===== config.mk =====
export PLATFORM = sky130hd
export DESIGN_NAME = pdi_slave
export DESIGN_NICKNAME = d
export VERILOG_FILES = /design/src/verilog/pdi_pkg.sv /design/src/verilog/pdi_slave.sv
export SDC_FILE = /design/constraint.sdc
export NUM_CORES = 1
export LEC_CHECK = 0
export BUFFER_PORTS_ARGS = -buffer_cell sky130_fd_sc_hd__buf_2
export CORE_MARGIN = 1
export CORE_UTILIZATION = 30
export CTS_CLUSTER_SIZE = 25
export DETAILED_ROUTE_END_ITERATION = 10
export GPL_ROUTABILITY_DRIVEN = 0
export GPL_TIMING_DRIVEN = 0
export PLACE_DENSITY = 0.43
export SLEW_MARGIN = 20
export SYNTH_ARGS = -nofsm -noshare
export SYNTH_HDL_FRONTEND = slang
export SYNTH_SLANG_ARGS = --single-unit

===== constraint.sdc =====
create_clock -name clk_sys -period 4.1 [get_ports clk_sys]
set_clock_uncertainty 0.2 [all_clocks]
set_input_delay 0.82 -clock clk_sys [delete_from_list [all_inputs] [get_ports clk_sys]]
set_output_delay 0.82 -clock clk_sys [all_outputs]
set_load 0.05 [all_outputs]

===== src/verilog/pdi_pkg.sv =====
// Constants and types for the potentiometer two-wire slave.
package pdi_pkg;
	localparam int SYNC_N = 3;
	localparam logic [4:0] ADDR_HI = 5'h0A;
	localparam logic [1:0] LSB_LOW = 2'h0;
	localparam logic [1:0] LSB_OPEN = 2'h1;
	localparam logic [1:0] LSB_HIGH = 2'h3;
	localparam logic [7:0] GC_ADDR = 8'h00;
	localparam logic [7:0] GC_RESET = 8'h06;
	localparam logic [7:0] REG_TAP = 8'h00;
	localparam logic [7:0] REG_CFG = 8'h80;
	localparam logic [7:0] ONES = 8'hFF;
	localparam logic [7:0] TAP_RST = 8'h80;
	localparam logic [7:0] TAP_ZERO = 8'h00;
	localparam logic [7:0] TAP_MID = 8'h80;
	localparam logic [7:0] TAP_FULL = 8'hFF;
	localparam logic [3:0] BIT_DONE = 4'h8;
	localparam logic [3:0] PIN_RST = 4'h3;
	typedef struct packed {
		logic pump;
		logic high_open;
		logic low_open;
		logic tap_open;
		logic [1:0] sel;
	} pdi_cfg_s;
	localparam pdi_cfg_s CFG_RST = '{1'b1, 1'b0, 1'b0, 1'b0, 2'h0};
	typedef enum logic [2:0] {
		ST_IDLE = 3'h0,
		ST_RX = 3'h1,
		ST_ACK = 3'h2,
		ST_TX = 3'h3,
		ST_RACK = 3'h4,
		ST_SKIP = 3'h5
	} pdi_state_e;
endpackage : pdi_pkg


===== src/verilog/pdi_slave.sv =====
// Two-wire slave with tap and config readback for the potentiometer.
`timescale 1ns/1ps
`default_nettype none
module pdi_slave (
	input wire logic clk_sys, // System clock, 50 MHz.
	input wire logic sys_rst, // Synchronous reset, high.
	input wire logic scl_in, // Bus clock pin level.
	input wire logic sda_in, // Bus data pin level.
	output logic sda_out, // Data drive value, always low.
	output logic sda_oe, // High while pulling SDA low.
	input wire logic strap_pu_lvl, // Strap level with pullup on.
	input wire logic strap_pd_lvl, // Strap level with pulldown on.
	output logic [7:0] wiper_pos, // Effective wiper code.
	output logic pump_on_flag, // Charge pump enabled.
	output logic high_term_open, // High terminal open.
	output logic low_term_open, // Low terminal open.
	output logic tap_term_open, // Wiper terminal open.
	output logic [1:0] tap_override_sel // Wiper source select.
);
	logic [3:0] pins, sy1, sy2, sy3, filt, next_filt;
	logic scl_q, sda_q, scl, sda;
	logic scl_rise, scl_fall, start_det, stop_det, stop_ok;
	logic [2:0] cap, next_cap;
	logic [1:0] lsb, next_lsb;
	logic [6:0] own;

	assign pins = {strap_pd_lvl, strap_pu_lvl, sda_in, scl_in};
	genvar gi;
	generate
		for (gi = 0; gi < 4; gi++) begin : g_flt
			always_comb begin
				next_filt[gi] = (sy2[gi] == sy3[gi]) ? sy3[gi] : filt[gi];
			end
		end
	endgenerate
	always_ff @(posedge clk_sys) begin
		if (sys_rst) begin
			sy1 <= pdi_pkg::PIN_RST;
			sy2 <= pdi_pkg::PIN_RST;
			sy3 <= pdi_pkg::PIN_RST;
			filt <= pdi_pkg::PIN_RST;
			scl_q <= 1'b1;
			sda_q <= 1'b1;
			cap <= 3'h0;
			lsb <= pdi_pkg::LSB_OPEN;
		end else begin
			sy1 <= pins;
			sy2 <= sy1;
			sy3 <= sy2;
			filt <= next_filt;
			scl_q <= filt[0];
			sda_q <= filt[1];
			cap <= next_cap;
			lsb <= next_lsb;
		end
	end
	assign scl = filt[0];
	assign sda = filt[1];
	assign scl_rise = scl & ~scl_q;
	assign scl_fall = ~scl & scl_q;
	assign start_det = scl & scl_q & sda_q & ~sda;
	assign stop_det = scl & scl_q & ~sda_q & sda;
	assign own = {pdi_pkg::ADDR_HI, lsb};

	// Strap is taken once the filter pipe has filled after reset.
	// The strap level needs four clocks to reach the filter output.
	always_comb begin
		next_cap = (cap == 3'h7) ? cap : cap + 3'h1;
		next_lsb = lsb;
		if (cap == 3'h4) begin
			if (filt[3])
				next_lsb = pdi_pkg::LSB_HIGH;
			else if (!filt[2])
				next_lsb = pdi_pkg::LSB_LOW;
			else
				next_lsb = pdi_pkg::LSB_OPEN;
		end
	end

	pdi_pkg::pdi_state_e state, next_state;
	logic [3:0] cnt, next_cnt;
	logic [1:0] byte_n, next_byte_n;
	logic [7:0] rx_sh, next_rx, tx_sh, next_tx, load;
	logic [7:0] sel, next_sel, cmd_b, next_cmd, data_b, next_data;
	logic [7:0] tap, next_tap, next_wip;
	logic rd, next_rd, gc, next_gc, full, next_full;
	logic st_hi, next_st_hi, nack, next_nack, next_oe;
	pdi_pkg::pdi_cfg_s cfg, next_cfg;

	assign stop_ok = stop_det & ~st_hi;

	always_comb begin
		case (sel)
			pdi_pkg::REG_TAP: load = tap;
			pdi_pkg::REG_CFG: load = {cfg.pump, 2'b00, cfg.high_open,
				cfg.low_open, cfg.tap_open, cfg.sel};
			default: load = pdi_pkg::ONES;
		endcase
	end

	always_comb begin
		next_state = state;
		next_cnt = cnt;
		next_byte_n = byte_n;
		next_rx = rx_sh;
		next_tx = tx_sh;
		next_sel = sel;
		next_cmd = cmd_b;
		next_data = data_b;
		next_tap = tap;
		next_rd = rd;
		next_gc = gc;
		next_full = full;
		next_st_hi = st_hi;
		next_nack = nack;
		next_cfg = cfg;
		if (scl_fall)
			next_st_hi = 1'b0;
		if (scl_rise && cnt != pdi_pkg::BIT_DONE) begin
			next_cnt = cnt + 4'h1;
			next_rx = {rx_sh[6:0], sda};
		end
		if (scl_rise && state == pdi_pkg::ST_RACK)
			next_nack = sda;
		if (scl_fall) begin
			case (state)
				pdi_pkg::ST_RX: begin
					if (cnt == pdi_pkg::BIT_DONE) begin
						next_state = pdi_pkg::ST_ACK;
						if (byte_n != 2'h3)
							next_byte_n = byte_n + 2'h1;
						case (byte_n)
							2'h0: begin
								if (rx_sh[7:1] == own) begin
									next_rd = rx_sh[0];
									next_gc = 1'b0;
								end else if (rx_sh == pdi_pkg::GC_ADDR) begin
									next_gc = 1'b1;
									next_rd = 1'b0;
								end else begin
									next_state = pdi_pkg::ST_SKIP;
								end
							end
							2'h1: begin
								next_cmd = rx_sh;
								if (gc)
									next_full = (rx_sh == pdi_pkg::GC_RESET);
								else
									next_sel = rx_sh;
							end
							2'h2: begin
								next_data = rx_sh;
								if (!gc)
									next_full = 1'b1;
							end
							default: ;
						endcase
					end
				end
				pdi_pkg::ST_ACK: begin
					next_cnt = 4'h0;
					if (rd) begin
						next_state = pdi_pkg::ST_TX;
						next_tx = load;
					end else begin
						next_state = pdi_pkg::ST_RX;
					end
				end
				pdi_pkg::ST_TX: begin
					if (cnt == pdi_pkg::BIT_DONE)
						next_state = pdi_pkg::ST_RACK;
					else
						next_tx = {tx_sh[6:0], 1'b1};
				end
				pdi_pkg::ST_RACK: begin
					if (nack) begin
						next_state = pdi_pkg::ST_SKIP;
					end else begin
						next_state = pdi_pkg::ST_TX;
						next_tx = pdi_pkg::ONES;
						next_cnt = 4'h0;
					end
				end
				default: ;
			endcase
		end
		if (start_det) begin
			next_state = pdi_pkg::ST_RX;
			next_cnt = 4'h0;
			next_byte_n = 2'h0;
			next_full = 1'b0;
			next_st_hi = 1'b1;
			next_rd = 1'b0;
			next_gc = 1'b0;
		end
		if (stop_ok) begin
			next_state = pdi_pkg::ST_IDLE;
			next_full = 1'b0;
			if (full && gc) begin
				next_tap = pdi_pkg::TAP_RST;
				next_cfg = pdi_pkg::CFG_RST;
			end else if (full && cmd_b == pdi_pkg::REG_TAP) begin
				next_tap = data_b;
			end
		end
		next_oe = (next_state == pdi_pkg::ST_ACK) ||
			(next_state == pdi_pkg::ST_TX && !next_tx[7]);
		case (next_cfg.sel)
			2'h1: next_wip = pdi_pkg::TAP_ZERO;
			2'h2: next_wip = pdi_pkg::TAP_MID;
			2'h3: next_wip = pdi_pkg::TAP_FULL;
			default: next_wip = next_tap;
		endcase
	end

	always_ff @(posedge clk_sys) begin
		if (sys_rst) begin
			state <= pdi_pkg::ST_IDLE;
			cnt <= 4'h0;
			byte_n <= 2'h0;
			rx_sh <= 8'h00;
			tx_sh <= pdi_pkg::ONES;
			sel <= pdi_pkg::REG_TAP;
			cmd_b <= 8'h00;
			data_b <= 8'h00;
			tap <= pdi_pkg::TAP_RST;
			rd <= 1'b0;
			gc <= 1'b0;
			full <= 1'b0;
			st_hi <= 1'b0;
			nack <= 1'b1;
			cfg <= pdi_pkg::CFG_RST;
			sda_oe <= 1'b0;
			sda_out <= 1'b0;
			wiper_pos <= pdi_pkg::TAP_RST;
		end else begin
			state <= next_state;
			cnt <= next_cnt;
			byte_n <= next_byte_n;
			rx_sh <= next_rx;
			tx_sh <= next_tx;
			sel <= next_sel;
			cmd_b <= next_cmd;
			data_b <= next_data;
			tap <= next_tap;
			rd <= next_rd;
			gc <= next_gc;
			full <= next_full;
			st_hi <= next_st_hi;
			nack <= next_nack;
			cfg <= next_cfg;
			sda_oe <= next_oe;
			sda_out <= 1'b0;
			wiper_pos <= next_wip;
		end
	end
	assign pump_on_flag = cfg.pump;
	assign high_term_open = cfg.high_open;
	assign low_term_open = cfg.low_open;
	assign tap_term_open = cfg.tap_open;
	assign tap_override_sel = cfg.sel;
endmodule : pdi_slave
`default_nettype wire


==> results.md <==
- Outcome: finished clean
- Seq/Total Area, Yosys: 47.7%
- FMAX: 0.435 GHz
- CTS tree: built
- Core ar.: 12900 sq um
- WL per Instance: 13.6 microns
- Clock transition at the registers of the reported paths: 0.06 ns
- CTS Buffer Depth: 2
- Setup WS pre-CTS: 1.61 ns
- Final #Nets: 507
- Fin cells: about 670
- Vias: 3205
- Hold crit path type: reg2reg
- Hold Slack: 0.207 ns
- Setup tns final: 0 ns
- Setup Viol. Count Final: 0
- Switch Pwr: 383 uW
- Combinational power share: 3.0%
- Crit path from: byte_n[1]$_SDFFE_PP0P_
- Final WL: about 9000 microns
- Clk sink count: 96
- Fin crit share: 56.1%
- PortBufs: 16
- Setup ws final: 1.80 ns
- Routed vias/inst: 4.80
- DRT Pass-1 Iters: 5
- Most frequent cells in the layout: dfxtp_1 (96), nand2_1 (65), a21oi_1 (47)
- FP Rows: about 40
- First-pass GRT wire length: 14900 microns
- Worst r2r src: byte_n[1]$_SDFFE_PP0P_
- Cell Int Power: 1440 uW
- CTS Hold Bufs: 0
- Leak pwr: 0.00168 uW
- Root Driver: clkbuf_16
- Crit path capture type: flip-flop
- Measured slew at the worst slew-check pin: 0.548 ns
- WP data required: 4.11 ns
- Post-cts sizing count: 0
- Number of CTS-inserted buffers: 9
- Top FF cell, synth: dfxtp_1
- PwrDens: ~390 nW/um^2
- Initial antenna violation count: 0
- Post-CTS setup buffer count: 0
- RSZ-0062 raised after global routing: false
- Slew HR: 63.5%
- H-tree levels: 3
- Yosys warnings: 0
- HPWL after DPL: roughly 6600 microns
- Crit path cell chain: inv_1 -> ha_1 -> clkbuf_1 -> nor2b_1 -> clkbuf_1 -> nand2_1 -> nand2_1 -> a21oi_1
- Fill cell count: 1349
- Overall Global Routing Usage: 13.7%
- Fraction of registers with async set/reset: 0%
- N_diodes: 0
- DP Cell Count: 653
- Crit path arrival time: roughly 2.3 ns
- Hold Fails Final Rpt: 0
- CP startpoint kind: flip-flop
- Slowest cell on the critical path: clkbuf_1
- Crit path max fanout: 10
- Total congestion overflow: 0
- Part of the power in registers: between 50% and 60%
- Max IR drop VDD: between 0.15 and 0.2 mV
- Critical Path Max Stage Delay: 0.37 ns
- Post-Syn Area: 4030 sq um
- Horiz. Die Dim: about 120 microns
- Area Overhead vs Synth: 14.7%
- EDFF count, synth: 0
- DRT iter0 DRCs: 141
- Max-slew violations: 0
- Initial Utilization: 31.3%
- Commonest non-fill, non-tap cell in the layout: dfxtp_1
- Min Tclk post-route: 2.30 ns
- Die Area: about 14000 sq um
- Share of cells above drive strength 1: 12.7%
- Vias in the first global route: 3038
- I/O pins: 22
- Final ANT Viol Nets: 0
- DRC Markers: 0
- Clk network pwr share: 45.2%
- Avg Cell Area, Syn: 8.72 sq um
- #FFs+latches synth: 96
- Clock Latency Late Sink: 0.34 ns
- Sw Ratio: 21.0%
- Largest net degree at the start of global routing: 15
- Hold path start: sy1[1]$_SDFF_PP1_
- # Max-Cap Violations: 0
- Netlist cell types: 52
- Setup CP Type: reg2reg
- Synthesized instance count: between 400 and 500
- Die H: about 120 microns
[worst paths after layout]
kind	to	slack (ns)	cells after the start
hold reg to reg	sy2[1]$_SDFF_PP1_	0.21	1
setup / recovery	sel[7]$_SDFFE_PP0P_	1.80	8
setup reg to reg	sel[7]$_SDFFE_PP0P_	1.80	8
hold / removal	sy2[1]$_SDFF_PP1_	0.21	1
[registers in the layout, summed over array words and instances, names as in the netlist, 8 cells and up]
| register | flops |
|---|---|
| tap | 8 |
| rx_sh | 8 |
| sel | 8 |
| tx_sh | 8 |
| cmd_b | 8 |
| data_b | 8 |
| wiper_pos | 8 |
[cells in the mapped netlist (6+ instances only)]
cell type / n / area, sq um
nand2_1: 65 / 244
o211ai_1: 7 / 52.6
nor2_1: 26 / 97.6
nor3_1: 10 / 50.1
mux2i_1: 14 / 140
o21ai_0: 24 / 120
buf_2: 7 / 35.0
clkbuf_1: 15 / 56.3
a21oi_1: 47 / 235
dfxtp_1: 96 / 1920
buf_4: 6 / 45.0
ha_1: 9 / 113
nand3_1: 31 / 155
or2_2: 9 / 56.3
inv_1: 14 / 52.6
nor2b_1: 12 / 75.1
[per-layer routing]
metal  up-vias  wire (microns)  GRT usage [%]
met5         -               0              0
met4         0             143           4.89
met3        13             336           4.41
met2        50            4260           22.6
met1      1497            4330           16.6
li1       1645               -              -
[logic make-up after synthesis]
kind of cell               Yosys count  synth area share [%]
adders and majority gates            9                  2.79
buffers and inverters               45                  5.15
other                                2                 0.186
muxes                               14                  3.48
and+or+nand+nor                    185                  23.5
DFF                                 96                  47.7
xor gates and xnor gates             8                  1.74
AOI/OAI and AO/OA                  103                  15.5
[power by group through the flow]
stage	sequential, uW	combinational (uW)	clock (uW)
after floorplan	966	41.1	0
after global placement	967	53.5	0
after detailed placement	967	55.0	0
after CTS	946	55.1	856
after global routing	946	59.8	888
final	946	54.0	824
[per-stage QoR]
step	util [%]	cell area [sq um]	total power, uW
2_1_floorplan	-	4040	1010
5_1_grt	35.9	4620	1890
3_5_place_dp	33.7	4340	1020
4_1_cts	35.9	4620	1860
3_3_place_gp	33.7	4340	1020
6_report	35.9	4620	1820
[worst max-delay path: cells and delay by family (launching register included)]
| family | cells | cell delay, ns |
|---|---|---|
| AO/OA/AOI/OAI | 1 | 0.07 |
| buffers and inverters | 3 | 0.80 |
| AND/OR/NAND/NOR | 3 | 0.61 |
| adder cells (fa/ha/maj) | 1 | 0.14 |
| flip-flops | 1 | 0.34 |
[layout make-up]
type	instances	area (sq um)	share of cell area, %
sequential	96	1920	41.6
clock inverter	4	45.0	0.974
timing repair buffer	16	80.1	1.73
clock buffer	11	243	5.25
multi-input combinational	324	1910	41.3
buffer	31	155	3.35
tap	172	215	4.65
inverter	14	52.6	1.14
Power figures use the tool's default switching activity.
